**config.mk**
```make
export PLATFORM = sky130hd
export DESIGN_NAME = fbls_host
export DESIGN_NICKNAME = d
export VERILOG_FILES = /design/src/design/fbls_pkg.sv /design/src/design/fbls_cyc_if.sv /design/src/design/fbls_cycle.sv /design/src/design/fbls_stat.sv /design/src/design/fbls_host.sv
export SDC_FILE = /design/constraint.sdc
export NUM_CORES = 1
export LEC_CHECK = 0
export ABC_AREA = 0
export BUFFER_PORTS_ARGS = -buffer_cell sky130_fd_sc_hd__buf_4
export CAP_MARGIN = 0
export CELL_PAD_IN_SITES_DETAIL_PLACEMENT = 1
export CELL_PAD_IN_SITES_GLOBAL_PLACEMENT = 2
export CORE_ASPECT_RATIO = 0.7
export CORE_MARGIN = 5
export CORE_UTILIZATION = 32
export CTS_CLUSTER_DIAMETER = 60
export DETAILED_ROUTE_END_ITERATION = 8
export GPL_ROUTABILITY_DRIVEN = 0
export PLACE_DENSITY = 0.88
export SLEW_MARGIN = 20
export SYNTH_ARGS = -nofsm -noshare
export SYNTH_HDL_FRONTEND = slang
export SYNTH_SLANG_ARGS = --single-unit
```
**constraint.sdc**
```tcl
create_clock -name clk_sys -period 4.8 [get_ports clk_sys]
set_clock_uncertainty 0.15 [all_clocks]
set_input_delay 0.48 -clock clk_sys [delete_from_list [all_inputs] [get_ports clk_sys]]
set_output_delay 0.48 -clock clk_sys [all_outputs]
set_load 0.05 [all_outputs]
```
**src/design/fbls_pkg.sv**
```systemverilog
// Constants shared by the block-lock host controller: register map, codes, timing.
// Assumes a 50 MHz system clock and an x16 flash whose command byte sits on the low lane.
package fbls_pkg;

	////////////////////////////////////////////////////////////////////////////////
	// Clock and flash bus timing; times in ns, counts derived and rounded up.
	localparam int CLK_PERIOD_NS = 20;
	localparam int T_ADDR_SETUP_NS = 20;
	localparam int T_WE_LOW_NS = 50;
	localparam int T_WE_HIGH_NS = 30;
	localparam int T_READ_NS = 80;
	localparam logic [7:0] SETUP_CYC =
		8'((T_ADDR_SETUP_NS + CLK_PERIOD_NS - 1) / CLK_PERIOD_NS);
	localparam logic [7:0] WE_LOW_CYC = 8'((T_WE_LOW_NS + CLK_PERIOD_NS - 1) / CLK_PERIOD_NS);
	localparam logic [7:0] WE_HIGH_CYC =
		8'((T_WE_HIGH_NS + CLK_PERIOD_NS - 1) / CLK_PERIOD_NS);
	localparam logic [7:0] READ_CYC = 8'((T_READ_NS + CLK_PERIOD_NS - 1) / CLK_PERIOD_NS);

	////////////////////////////////////////////////////////////////////////////////
	// Register offsets of the controller's own APB slave.
	localparam logic [7:0] OFF_CMD = 8'h00;
	localparam logic [7:0] OFF_ADDR = 8'h04;
	localparam logic [7:0] OFF_PINS = 8'h08;
	localparam logic [7:0] OFF_STAT = 8'h0c;

	// Reset values of the software-written registers.
	localparam logic [1:0] PINS_RESET = 2'h0;
	localparam logic [2:0] OP_RESET = 3'h0;

	// Fields of the command register and the pin register.
	localparam int CMD_OP_LSB = 0;
	localparam int CMD_CODE_LSB = 8;
	localparam int PINS_WP_BIT = 0;
	localparam int PINS_DEVRST_BIT = 1;

	// Operation codes written to the command register.
	localparam logic [2:0] OP_LOCK = 3'h0;
	localparam logic [2:0] OP_UNLOCK = 3'h1;
	localparam logic [2:0] OP_LOCKDOWN = 3'h2;
	localparam logic [2:0] OP_STATUS = 3'h3;
	localparam logic [2:0] OP_CLEAR = 3'h4;
	localparam logic [2:0] OP_LOCK_READ = 3'h5;
	localparam logic [2:0] OP_RAW = 3'h6;

	////////////////////////////////////////////////////////////////////////////////
	// Flash command bytes.
	localparam logic [7:0] FC_CONF_SETUP = 8'h60;
	localparam logic [7:0] FC_LOCK = 8'h01;
	localparam logic [7:0] FC_UNLOCK = 8'hd0;
	localparam logic [7:0] FC_LOCKDOWN = 8'h2f;
	localparam logic [7:0] FC_READ_STAT = 8'h70;
	localparam logic [7:0] FC_CLEAR_STAT = 8'h50;
	localparam logic [7:0] FC_READ_CONF = 8'h90;

	// Lock status word sits two words above the block base.
	localparam int LOCK_STAT_OFFSET = 2;

	// Bit positions of the operation_status byte.
	localparam int SR_READY = 7;
	localparam int SR_ESUSP = 6;
	localparam int SR_EERR = 5;
	localparam int SR_PERR = 4;
	localparam int SR_SUPPLY = 3;
	localparam int SR_PSUSP = 2;
	localparam int SR_LOCKERR = 1;
	localparam int SR_RSVD = 0;

	// Bit positions in the status summary register.
	localparam int ST_BUSY = 16;
	localparam int ST_REFUSED = 17;
	localparam int ST_LOCK = 18;
	localparam int ST_LOCKDOWN = 19;

endpackage

```
**src/design/fbls_cyc_if.sv**
```systemverilog
// Carrier between the sequencer and the flash bus cycle engine.
// Assumes both ends run on clk_sys; req is a one-cycle pulse taken only while the engine idles.
`timescale 1ns/10ps
interface fbls_cyc_if #(
	parameter int ADDR_W = 22,
	parameter int DATA_W = 16
);
	logic              req;
	logic              wr;
	logic [ADDR_W-1:0] addr;
	logic [DATA_W-1:0] wdata;
	logic              done;
	logic [DATA_W-1:0] rdata;

	modport ctrl (output req, output wr, output addr, output wdata, input done, input rdata);
	modport eng (input req, input wr, input addr, input wdata, output done, output rdata);
endinterface

```
**src/design/fbls_cycle.sv**
```systemverilog
// Flash bus cycle engine: one write or one read cycle on the flash pins per request.
// Assumes flash inputs are synchronous to clk_sys; all pins leave from flip-flops.
`timescale 1ns/10ps
module fbls_cycle #(
	parameter int ADDR_W = 22,
	parameter int DATA_W = 16
) (
	input  wire logic              clk_sys,
	input  wire logic              rst,
	fbls_cyc_if.eng                cyc,
	output logic [ADDR_W-1:0]      fl_addr,
	output logic [DATA_W-1:0]      fl_dq_o,
	output logic                   fl_dq_oe_n,
	input  wire logic [DATA_W-1:0] fl_dq_i,
	output logic                   fl_ce_n,
	output logic                   fl_we_n,
	output logic                   fl_oe_n
);
	typedef enum logic [2:0] {C_IDLE, C_SETUP, C_STROBE, C_HOLD, C_RECOV} fbls_cyc_e;

	localparam logic [7:0] SETUP_CYC_L = fbls_pkg::SETUP_CYC;

	fbls_cyc_e         state_ff, nxt_state;
	logic [7:0]        cnt_ff, nxt_cnt;
	logic              wr_ff, nxt_wr;
	logic [ADDR_W-1:0] addr_ff, nxt_addr;
	logic [DATA_W-1:0] wdat_ff, nxt_wdat, rdat_ff, nxt_rdat;
	logic              ce_n_ff, nxt_ce_n, we_n_ff, nxt_we_n, oe_n_ff, nxt_oe_n;
	logic              oe_dq_n_ff, nxt_oe_dq_n, done_ff, nxt_done;

	////////////////////////////////////////////////////////////////////////////////
	// Cycle sequencer: setup, strobe, hold, then recovery with the bus released.
	always_comb
	begin
		nxt_state = state_ff;
		nxt_cnt = cnt_ff;
		nxt_wr = wr_ff;
		nxt_addr = addr_ff;
		nxt_wdat = wdat_ff;
		nxt_rdat = rdat_ff;
		nxt_ce_n = ce_n_ff;
		nxt_we_n = we_n_ff;
		nxt_oe_n = oe_n_ff;
		nxt_oe_dq_n = oe_dq_n_ff;
		nxt_done = 1'b0;
		case (state_ff)
			C_IDLE:
			begin
				if (cyc.req)
				begin
					nxt_wr = cyc.wr;
					nxt_addr = cyc.addr;
					nxt_wdat = cyc.wdata;
					nxt_ce_n = 1'b0;
					nxt_oe_n = cyc.wr;         // Reads open the output enable at once.
					nxt_oe_dq_n = ~cyc.wr;     // Writes drive the data lines.
					nxt_cnt = SETUP_CYC_L;
					nxt_state = C_SETUP;
				end
			end
			C_SETUP:
			begin
				if (cnt_ff == 8'h01)
				begin
					nxt_we_n = ~wr_ff;
					nxt_cnt = wr_ff ? fbls_pkg::WE_LOW_CYC : fbls_pkg::READ_CYC;
					nxt_state = C_STROBE;
				end
				else
					nxt_cnt = cnt_ff - 8'h01;
			end
			C_STROBE:
			begin
				if (cnt_ff == 8'h01)
				begin
					nxt_we_n = 1'b1;
					nxt_rdat = wr_ff ? rdat_ff : fl_dq_i;
					nxt_oe_n = 1'b1;
					nxt_state = C_HOLD;
				end
				else
					nxt_cnt = cnt_ff - 8'h01;
			end
			C_HOLD:
			begin
				// Data held one cycle past the rising write strobe, then released.
				nxt_ce_n = 1'b1;
				nxt_oe_dq_n = 1'b1;
				nxt_cnt = fbls_pkg::WE_HIGH_CYC;
				nxt_state = C_RECOV;
			end
			C_RECOV:
			begin
				if (cnt_ff == 8'h01)
				begin
					nxt_done = 1'b1;
					nxt_state = C_IDLE;
				end
				else
					nxt_cnt = cnt_ff - 8'h01;
			end
			default:
				nxt_state = C_IDLE;
		endcase
	end

	// Registers of the cycle engine; pins idle deasserted.
	always_ff @(posedge clk_sys or posedge rst)
	begin
		if (rst)
		begin
			state_ff <= C_IDLE;
			cnt_ff <= 8'h00;
			wr_ff <= 1'b0;
			addr_ff <= '0;
			wdat_ff <= '0;
			rdat_ff <= '0;
			ce_n_ff <= 1'b1;
			we_n_ff <= 1'b1;
			oe_n_ff <= 1'b1;
			oe_dq_n_ff <= 1'b1;
			done_ff <= 1'b0;
		end
		else
		begin
			state_ff <= nxt_state;
			cnt_ff <= nxt_cnt;
			wr_ff <= nxt_wr;
			addr_ff <= nxt_addr;
			wdat_ff <= nxt_wdat;
			rdat_ff <= nxt_rdat;
			ce_n_ff <= nxt_ce_n;
			we_n_ff <= nxt_we_n;
			oe_n_ff <= nxt_oe_n;
			oe_dq_n_ff <= nxt_oe_dq_n;
			done_ff <= nxt_done;
		end
	end

	assign fl_addr = addr_ff;
	assign fl_dq_o = wdat_ff;
	assign fl_dq_oe_n = oe_dq_n_ff;
	assign fl_ce_n = ce_n_ff;
	assign fl_we_n = we_n_ff;
	assign fl_oe_n = oe_n_ff;
	assign cyc.done = done_ff;
	assign cyc.rdata = rdat_ff;
endmodule

```
**src/design/fbls_stat.sv**
```systemverilog
// Status decoder: holds the last status byte and lock bits read from the flash.
// Assumes capture strobes are one-cycle pulses carrying valid read data.
`timescale 1ns/10ps
module fbls_stat (
	input  wire logic       clk_sys,
	input  wire logic       rst,
	input  wire logic       cap_stat,
	input  wire logic       cap_lock,
	input  wire logic [7:0] rd_byte,
	output logic [15:0]     summary,
	output logic [1:0]      lock_bits
);
	logic [15:0] sum_ff, nxt_sum;
	logic [1:0]  lock_ff, nxt_lock;
	logic [7:0]  sr;

	////////////////////////////////////////////////////////////////////////////////
	// Decode a fresh status byte; error bits only count once the engine is ready.
	always_comb
	begin
		sr = rd_byte;
		sr[fbls_pkg::SR_RSVD] = 1'b0;
		nxt_sum = sum_ff;
		nxt_lock = lock_ff;
		if (cap_stat)
		begin
			nxt_sum[7:0] = sr;
			nxt_sum[8] = sr[fbls_pkg::SR_READY];
			nxt_sum[9] = sr[fbls_pkg::SR_READY] & sr[fbls_pkg::SR_PERR];
			nxt_sum[10] = sr[fbls_pkg::SR_READY] & sr[fbls_pkg::SR_EERR];
			nxt_sum[11] = sr[fbls_pkg::SR_READY] & sr[fbls_pkg::SR_PERR]
				& sr[fbls_pkg::SR_EERR];
			nxt_sum[12] = sr[fbls_pkg::SR_READY] & sr[fbls_pkg::SR_SUPPLY];
			nxt_sum[13] = sr[fbls_pkg::SR_READY] & sr[fbls_pkg::SR_LOCKERR];
			nxt_sum[14] = sr[fbls_pkg::SR_PSUSP];
			nxt_sum[15] = sr[fbls_pkg::SR_ESUSP];
		end
		if (cap_lock)
			nxt_lock = rd_byte[1:0];
	end

	// Registers of the decoder; after reset the blocks are assumed locked.
	always_ff @(posedge clk_sys or posedge rst)
	begin
		if (rst)
		begin
			sum_ff <= 16'h0000;
			lock_ff <= 2'h1;
		end
		else
		begin
			sum_ff <= nxt_sum;
			lock_ff <= nxt_lock;
		end
	end

	assign summary = sum_ff;
	assign lock_bits = lock_ff;
endmodule

```
**src/design/fbls_host.sv**
```systemverilog
// Host controller for a flash with per-block locking: APB slave plus command sequencer.
// Assumes the flash pins are synchronous to clk_sys and the bench resolves the data wire.
//
// How it works
// - Host masks reserved status bit 0.
// - Host checks ready before error bits.
// - Lock is 60H then 01H at block.
// - Unlock is 60H then D0H at block.
// - Lockdown is 60H then 2FH at block.
`timescale 1ns/10ps
module fbls_host #(
	parameter int ADDR_W = 22,
	parameter int DATA_W = 16
) (
	input  wire logic              clk_sys,
	input  wire logic              rst,
	input  wire logic              psel,
	input  wire logic              penable,
	input  wire logic              pwrite,
	input  wire logic [7:0]        paddr,
	input  wire logic [31:0]       pwdata,
	output logic [31:0]            prdata,
	output logic                   pready,
	output logic                   pslverr,
	output logic [ADDR_W-1:0]      fl_addr,
	output logic [DATA_W-1:0]      fl_dq_o,
	output logic                   fl_dq_oe_n,
	input  wire logic [DATA_W-1:0] fl_dq_i,
	output logic                   fl_ce_n,
	output logic                   fl_we_n,
	output logic                   fl_oe_n,
	output logic                   fl_wp,
	output logic                   fl_rst_n
);
	typedef enum logic [1:0] {H_IDLE, H_REQ, H_WAIT} fbls_seq_e;

	fbls_cyc_if #(.ADDR_W(ADDR_W), .DATA_W(DATA_W)) cyc ();

	fbls_seq_e         state_ff, nxt_state;
	logic              step_ff, nxt_step;
	logic              two_ff, nxt_two;
	logic              s1_wr_ff, nxt_s1_wr;
	logic [ADDR_W-1:0] s1_addr_ff, nxt_s1_addr;
	logic [7:0]        s0_code_ff, nxt_s0_code, s1_code_ff, nxt_s1_code;
	logic [2:0]        op_ff, nxt_op;
	logic [7:0]        raw_ff, nxt_raw;
	logic [ADDR_W-1:0] blk_ff, nxt_blk;
	logic [1:0]        pins_ff, nxt_pins;
	logic              flrst_n_ff, nxt_flrst_n;
	logic              refused_ff, nxt_refused;
	logic              req_ff, nxt_req;
	logic              cap_stat_ff, nxt_cap_stat, cap_lock_ff, nxt_cap_lock;
	logic [31:0]       prdata_ff, nxt_prdata;
	logic              pready_ff, nxt_pready, pslverr_ff, nxt_pslverr;
	logic              access, commit, mapped, start;
	logic [2:0]        new_op;
	logic [15:0]       summary;
	logic [1:0]        lock_bits;

	////////////////////////////////////////////////////////////////////////////////
	// APB slave: one wait state, then data and error answer from flip-flops.
	always_comb
	begin
		access = psel & penable & ~pready_ff;
		commit = psel & penable & pready_ff;
		mapped = (paddr == fbls_pkg::OFF_CMD) | (paddr == fbls_pkg::OFF_ADDR)
			| (paddr == fbls_pkg::OFF_PINS) | (paddr == fbls_pkg::OFF_STAT);
		nxt_pready = access;
		nxt_pslverr = access & ~mapped;
		nxt_prdata = prdata_ff;
		if (access)
		begin
			case (paddr)
				fbls_pkg::OFF_CMD:  nxt_prdata = {16'h0000, raw_ff, 5'h00, op_ff};
				fbls_pkg::OFF_ADDR: nxt_prdata = 32'(blk_ff);
				fbls_pkg::OFF_PINS: nxt_prdata = {30'h0, pins_ff};
				fbls_pkg::OFF_STAT: nxt_prdata = {12'h000, lock_bits, refused_ff,
					(state_ff != H_IDLE), summary};
				default:            nxt_prdata = 32'h0000_0000;
			endcase
		end
	end

	// Register writes; a command written while a sequence runs is refused.
	always_comb
	begin
		new_op = pwdata[fbls_pkg::CMD_OP_LSB +: 3];
		start = commit & pwrite & (paddr == fbls_pkg::OFF_CMD) & (state_ff == H_IDLE)
			& (new_op <= fbls_pkg::OP_RAW);
		nxt_op = op_ff;
		nxt_raw = raw_ff;
		nxt_blk = blk_ff;
		nxt_pins = pins_ff;
		nxt_refused = refused_ff;
		if (commit & pwrite)
		begin
			if (paddr == fbls_pkg::OFF_ADDR)
				nxt_blk = pwdata[ADDR_W-1:0];
			if (paddr == fbls_pkg::OFF_PINS)
				nxt_pins = pwdata[1:0];
			if ((paddr == fbls_pkg::OFF_CMD) & ~start)
				nxt_refused = 1'b1;
		end
		if (start)
		begin
			nxt_op = new_op;
			nxt_raw = pwdata[fbls_pkg::CMD_CODE_LSB +: 8];
			nxt_refused = 1'b0;
		end
		nxt_flrst_n = ~nxt_pins[fbls_pkg::PINS_DEVRST_BIT];   // Own flop keeps the pin glitch free.
	end

	////////////////////////////////////////////////////////////////////////////////
	// Command sequencer: each operation is one or two flash bus cycles.
	always_comb
	begin
		nxt_state = state_ff;
		nxt_step = step_ff;
		nxt_two = two_ff;
		nxt_s1_wr = s1_wr_ff;
		nxt_s1_addr = s1_addr_ff;
		nxt_s0_code = s0_code_ff;
		nxt_s1_code = s1_code_ff;
		nxt_req = 1'b0;
		nxt_cap_stat = 1'b0;
		nxt_cap_lock = 1'b0;
		case (state_ff)
			H_IDLE:
			begin
				if (start)
				begin
					nxt_step = 1'b0;
					nxt_two = 1'b1;
					nxt_s1_wr = 1'b1;
					nxt_s1_addr = blk_ff;
					nxt_s0_code = fbls_pkg::FC_CONF_SETUP;
					nxt_s1_code = 8'h00;
					case (new_op)
						fbls_pkg::OP_LOCK:     nxt_s1_code = fbls_pkg::FC_LOCK;
						fbls_pkg::OP_UNLOCK:   nxt_s1_code = fbls_pkg::FC_UNLOCK;
						fbls_pkg::OP_LOCKDOWN: nxt_s1_code = fbls_pkg::FC_LOCKDOWN;
						fbls_pkg::OP_STATUS:
						begin
							nxt_s0_code = fbls_pkg::FC_READ_STAT;
							nxt_s1_wr = 1'b0;
						end
						fbls_pkg::OP_CLEAR:
						begin
							nxt_s0_code = fbls_pkg::FC_CLEAR_STAT;
							nxt_two = 1'b0;
						end
						fbls_pkg::OP_LOCK_READ:
						begin
							nxt_s0_code = fbls_pkg::FC_READ_CONF;
							nxt_s1_wr = 1'b0;
							nxt_s1_addr = blk_ff + ADDR_W'(fbls_pkg::LOCK_STAT_OFFSET);
						end
						default:
						begin
							// Raw code lets software provoke a sequence error on purpose.
							nxt_s0_code = pwdata[fbls_pkg::CMD_CODE_LSB +: 8];
							nxt_two = 1'b0;
						end
					endcase
					nxt_req = 1'b1;
					nxt_state = H_REQ;
				end
			end
			H_REQ:
				nxt_state = H_WAIT;
			H_WAIT:
			begin
				if (cyc.done)
				begin
					if (two_ff & ~step_ff)
					begin
						nxt_step = 1'b1;
						nxt_req = 1'b1;
						nxt_state = H_REQ;
					end
					else
					begin
						// Lock changes need no busy poll; the sequence ends here.
						nxt_cap_stat = step_ff & (op_ff == fbls_pkg::OP_STATUS);
						nxt_cap_lock = step_ff & (op_ff == fbls_pkg::OP_LOCK_READ);
						nxt_state = H_IDLE;
					end
				end
			end
			default:
				nxt_state = H_IDLE;
		endcase
	end

	// Cycle request fields follow the current step.
	assign cyc.req = req_ff;
	assign cyc.wr = step_ff ? s1_wr_ff : 1'b1;
	assign cyc.addr = step_ff ? s1_addr_ff : blk_ff;
	assign cyc.wdata = DATA_W'(step_ff ? s1_code_ff : s0_code_ff);

	////////////////////////////////////////////////////////////////////////////////
	// Registers of the slave, the sequencer and the pin controls.
	always_ff @(posedge clk_sys or posedge rst)
	begin
		if (rst)
		begin
			state_ff <= H_IDLE;
			step_ff <= 1'b0;
			two_ff <= 1'b0;
			s1_wr_ff <= 1'b1;
			s1_addr_ff <= '0;
			s0_code_ff <= 8'h00;
			s1_code_ff <= 8'h00;
			op_ff <= fbls_pkg::OP_RESET;
			raw_ff <= 8'h00;
			blk_ff <= '0;
			pins_ff <= fbls_pkg::PINS_RESET;
			flrst_n_ff <= 1'b1;
			refused_ff <= 1'b0;
			req_ff <= 1'b0;
			cap_stat_ff <= 1'b0;
			cap_lock_ff <= 1'b0;
			prdata_ff <= 32'h0000_0000;
			pready_ff <= 1'b0;
			pslverr_ff <= 1'b0;
		end
		else
		begin
			state_ff <= nxt_state;
			step_ff <= nxt_step;
			two_ff <= nxt_two;
			s1_wr_ff <= nxt_s1_wr;
			s1_addr_ff <= nxt_s1_addr;
			s0_code_ff <= nxt_s0_code;
			s1_code_ff <= nxt_s1_code;
			op_ff <= nxt_op;
			raw_ff <= nxt_raw;
			blk_ff <= nxt_blk;
			pins_ff <= nxt_pins;
			flrst_n_ff <= nxt_flrst_n;
			refused_ff <= nxt_refused;
			req_ff <= nxt_req;
			cap_stat_ff <= nxt_cap_stat;
			cap_lock_ff <= nxt_cap_lock;
			prdata_ff <= nxt_prdata;
			pready_ff <= nxt_pready;
			pslverr_ff <= nxt_pslverr;
		end
	end

	assign prdata = prdata_ff;
	assign pready = pready_ff;
	assign pslverr = pslverr_ff;
	assign fl_wp = pins_ff[fbls_pkg::PINS_WP_BIT];
	assign fl_rst_n = flrst_n_ff;

	////////////////////////////////////////////////////////////////////////////////
	// Bus cycle engine and status decoder.
	fbls_cycle #(
		.ADDR_W (ADDR_W),
		.DATA_W (DATA_W)
	) u_cycle (
		.clk_sys    (clk_sys),
		.rst        (rst),
		.cyc        (cyc.eng),
		.fl_addr    (fl_addr),
		.fl_dq_o    (fl_dq_o),
		.fl_dq_oe_n (fl_dq_oe_n),
		.fl_dq_i    (fl_dq_i),
		.fl_ce_n    (fl_ce_n),
		.fl_we_n    (fl_we_n),
		.fl_oe_n    (fl_oe_n)
	);

	fbls_stat u_stat (
		.clk_sys   (clk_sys),
		.rst       (rst),
		.cap_stat  (cap_stat_ff),
		.cap_lock  (cap_lock_ff),
		.rd_byte   (cyc.rdata[7:0]),
		.summary   (summary),
		.lock_bits (lock_bits)
	);
endmodule

```
==> reports/qor.txt <==
Outcome: finished, final reports clean
First-pass GRT wire length: 35300 µm
Clock slew at reported path FFs: 0.07 ns
PD cells: 381 nW/µm²
ANT nets after route: 0
Syn_area_per_cell: 10.4 µm²
Final Hold Fails: 0
Max Slew Vio Count: 0
Total GRT Usage: 16.1%
Main synth FF type: dfrtp_1
Total core area: 24500 µm²
#FFs+latches synth: 171
Final setup viols: 0
Critical Path RT: 4.97 ns
Worst vdd ir: 0.231 mV
Drt drc: 0
N_diodes: 0
LEAKAGE: 4.66 nW
Final WL: 21600 µm
Max_slew headroom: 40.7%
Area grow syn2layout: 20.1%
DR vias: 5771
Die height: 141 µm
Pre-antenna DRT Iters: 6
Yosys cell types: 55
Final Cycle Share: 54.5%
Initial antenna violation count: 0
Die width: 198 µm
Min Tclk post-route: 2.62 ns
Setup TNS: 0 ns
Total grt overflow: 0
Overall Power: 3.62 mW
# port buffers: 102
Num CTS Buffers: 17
H-tree levels: 4
Max Cap Violations: 0
Wire per inst: 18.4 µm
Clk root buf: clkbuf_16
Vias per std cell: 4.92
Top delay family on crit path: simple AND/OR/NAND/NOR gates
Setup bufs post-CTS: 0
EDFF count, synth: 0
FMAX: 382 MHz
Crit Path Class: reg2reg
Sequential area share after synthesis: 54.3%
Mapped Cells: 758
Worst hold path type: in2reg
Max clock buf depth: 2
Sink Count: 171
DP Wirelength: 15300 µm
Crit-path max FO: 8
Max incr delay on CP: 0.68 ns
Vias in the first global route: 6127
Latest clock arrival within the worst-skew pair: 0.43 ns
Largest net degree at the start of global routing: 145
Layout cells sized above 1: 23.2%
1st-iter DRT viols: 339
Die footprint: 28000 µm²
RSZ-0062 raised after global routing: false
Area of the mapped netlist: 7900 µm²
Initial core utilization: 32.2%
Io pins: 139
Ys async rst share: 100%
NumNets Final: 899
Cell Rows: 48
Crit path launch type: flop
Slew @ Worst Pin: 0.890 ns
Worst path slowest cell: nor4_4
Worst path buffer plus inverter count: 1
Crit-path cells: inv_1 -> ha_1 -> nor3b_1 -> nand2_2 -> nor4_4 -> mux2_2
Synth warn: 0
Arr. time, crit path: 2.78 ns
CP endpoint kind: flop
CTS tree: yes
## routing by layer
metal	vias up	share of wire, %	wire [µm]	global-route usage, %
li1	2719	-	-	-
met1	2922	49	10500	23.9
met3	15	4.4	940	3.51
met2	115	46	9900	24.1
met4	0	1.1	229	3.55
met5	-	0	0	0
## where the power goes
group | switching [mW] | internal (mW)
Clock | 0.644 | 0.790
Sequential | 0.110 | 1.52
Combinational | 0.330 | 0.217
## state kept, by name, summed over array words and instances (netlist names), 2 cells and up
signal             count
u_stat.summary        12
s1_code_ff             3
u_cycle.fl_dq_o        8
blk_ff                22
prdata                22
state_ff               2
u_cycle.cyc.rdata      8
s1_addr_ff            22
op_ff                  3
u_cycle.state_ff       3
u_cycle.fl_addr       22
u_stat.lock_bits       2
raw_ff                 8
u_cycle.cnt_ff         8
pins_ff                2
s0_code_ff             8
## stage by stage
step | std cells | hold WS, ns | util, % | area [µm²] | setup WS (ns)
CTS | 1172 | 0.104 | 38.6 | 9470 | 2.03
detailed placement | 1139 | 0.309 | 36.1 | 8850 | 1.64
floorplan | 775 | 0.256 | - | 7970 | 1.99
global route | 1173 | 0.105 | 38.7 | 9480 | 1.97
finish | 1173 | 0.127 | 38.7 | 9480 | 2.18
global placement | 1139 | 0.280 | 36.1 | 8850 | 1.73
## Yosys cell counts, drive strengths merged, types with 3 or more instances
master,n,area share [%]
mux2i,50,6.3
xor2,18,2.0
xnor2,8,0.89
nand2b,4,0.32
dfrtp,164,52
nand4,8,0.63
nand2,128,6.1
o31ai,4,0.38
o22ai,4,0.32
mux2,41,5.8
and3,6,0.48
and2,7,0.55
a22o,15,1.7
nor2b,3,0.24
nor3b,4,0.38
a21oi,23,1.5
nor2,35,1.7
nand3,19,1.2
nor4,5,0.78
buf,29,2.4
o22a,4,0.44
o21ai,80,5.1
ha,3,0.48
nor3,5,0.32
clkbuf,37,1.8
and4,4,0.44
inv,17,0.81
dfstp,7,2.3
## final timing paths
path                       cells past startpoint                               end  slack (ns)                     startpoint
setup / recovery                               6  u_cycle.cyc.rdata[4]$_DFFE_PP0P_        2.18  u_cycle.cnt_ff[1]$_DFFE_PP0P_
hold / removal                                 3             raw_ff[6]$_DFFE_PP0P_        0.13                     pwdata[14]
setup reg to reg                               6  u_cycle.cyc.rdata[4]$_DFFE_PP0P_        2.18  u_cycle.cnt_ff[1]$_DFFE_PP0P_
hold reg to reg                                2         s0_code_ff[2]$_DFFE_PP0P_        0.32      s0_code_ff[2]$_DFFE_PP0P_
max in group asynchronous                      4             prdata[7]$_DFFE_PP0P_        2.80                            rst
min in group asynchronous                      3                  pready$_DFF_PP0_        0.54                            rst
## placed cells by master, fill, tap and decap left out, types with 2 or more instances in the layout
| master | count |
|---|---|
| or2_2 | 2 |
| inv_8 | 3 |
| nor4_1 | 3 |
| nor2_1 | 35 |
| and4_1 | 4 |
| nor3_1 | 5 |
| xnor2_1 | 8 |
| mux2_2 | 41 |
| dfstp_2 | 7 |
| o22a_1 | 4 |
| nand3b_1 | 2 |
| a22o_1 | 15 |
| mux2i_1 | 50 |
| nand2b_1 | 3 |
| xor2_1 | 18 |
| nand3_1 | 19 |
| clkinvlp_4 | 4 |
| o21ai_0 | 79 |
| and3_1 | 6 |
| bufinv_16 | 2 |
| nand4_1 | 8 |
| buf_4 | 104 |
| and2_1 | 7 |
| o21bai_1 | 2 |
| inv_1 | 16 |
| conb_1 | 18 |
| o22ai_1 | 4 |
| and3b_1 | 2 |
| nor3b_1 | 4 |
| ha_1 | 3 |
| inv_6 | 4 |
| nor4_4 | 2 |
| nand2_1 | 127 |
| o31ai_1 | 4 |
| dfrtp_1 | 164 |
| clkbuf_16 | 17 |
| a21oi_1 | 22 |
| nor2b_1 | 3 |
## layout make-up
cell class	count	area (µm²)
inverter	17	67.6
clock buffer	18	429
fill	2724	15000
sequential	171	4290
multi-input combinational	521	3290
clock inverter	14	176
tap	325	407
timing repair buffer	107	822
## worst reg2reg max path, stage by stage (launching register included)
cell	delay, ns
dfrtp_1	0.41
inv_1	0.12
ha_1	0.15
nor3b_1	0.37
nand2_2	0.21
nor4_4	0.69
mux2_2	0.42
## cell families after synthesis
family / synth area share (%)
fa+ha+maj: 0.475
xor+xnor: 2.88
flops: 54.3
mux: 12.5
simple gates: 14.1
buf+inv: 4.94
other cells: 0.0475
compound gates: 10.8
## what timing repair did
item / in CTS / in global routing
hold buffers: 1 / 0
hold endpoints to repair: 9 / 0
gates resized for setup: 0 / 0
(Power assumes the default switching activity.)
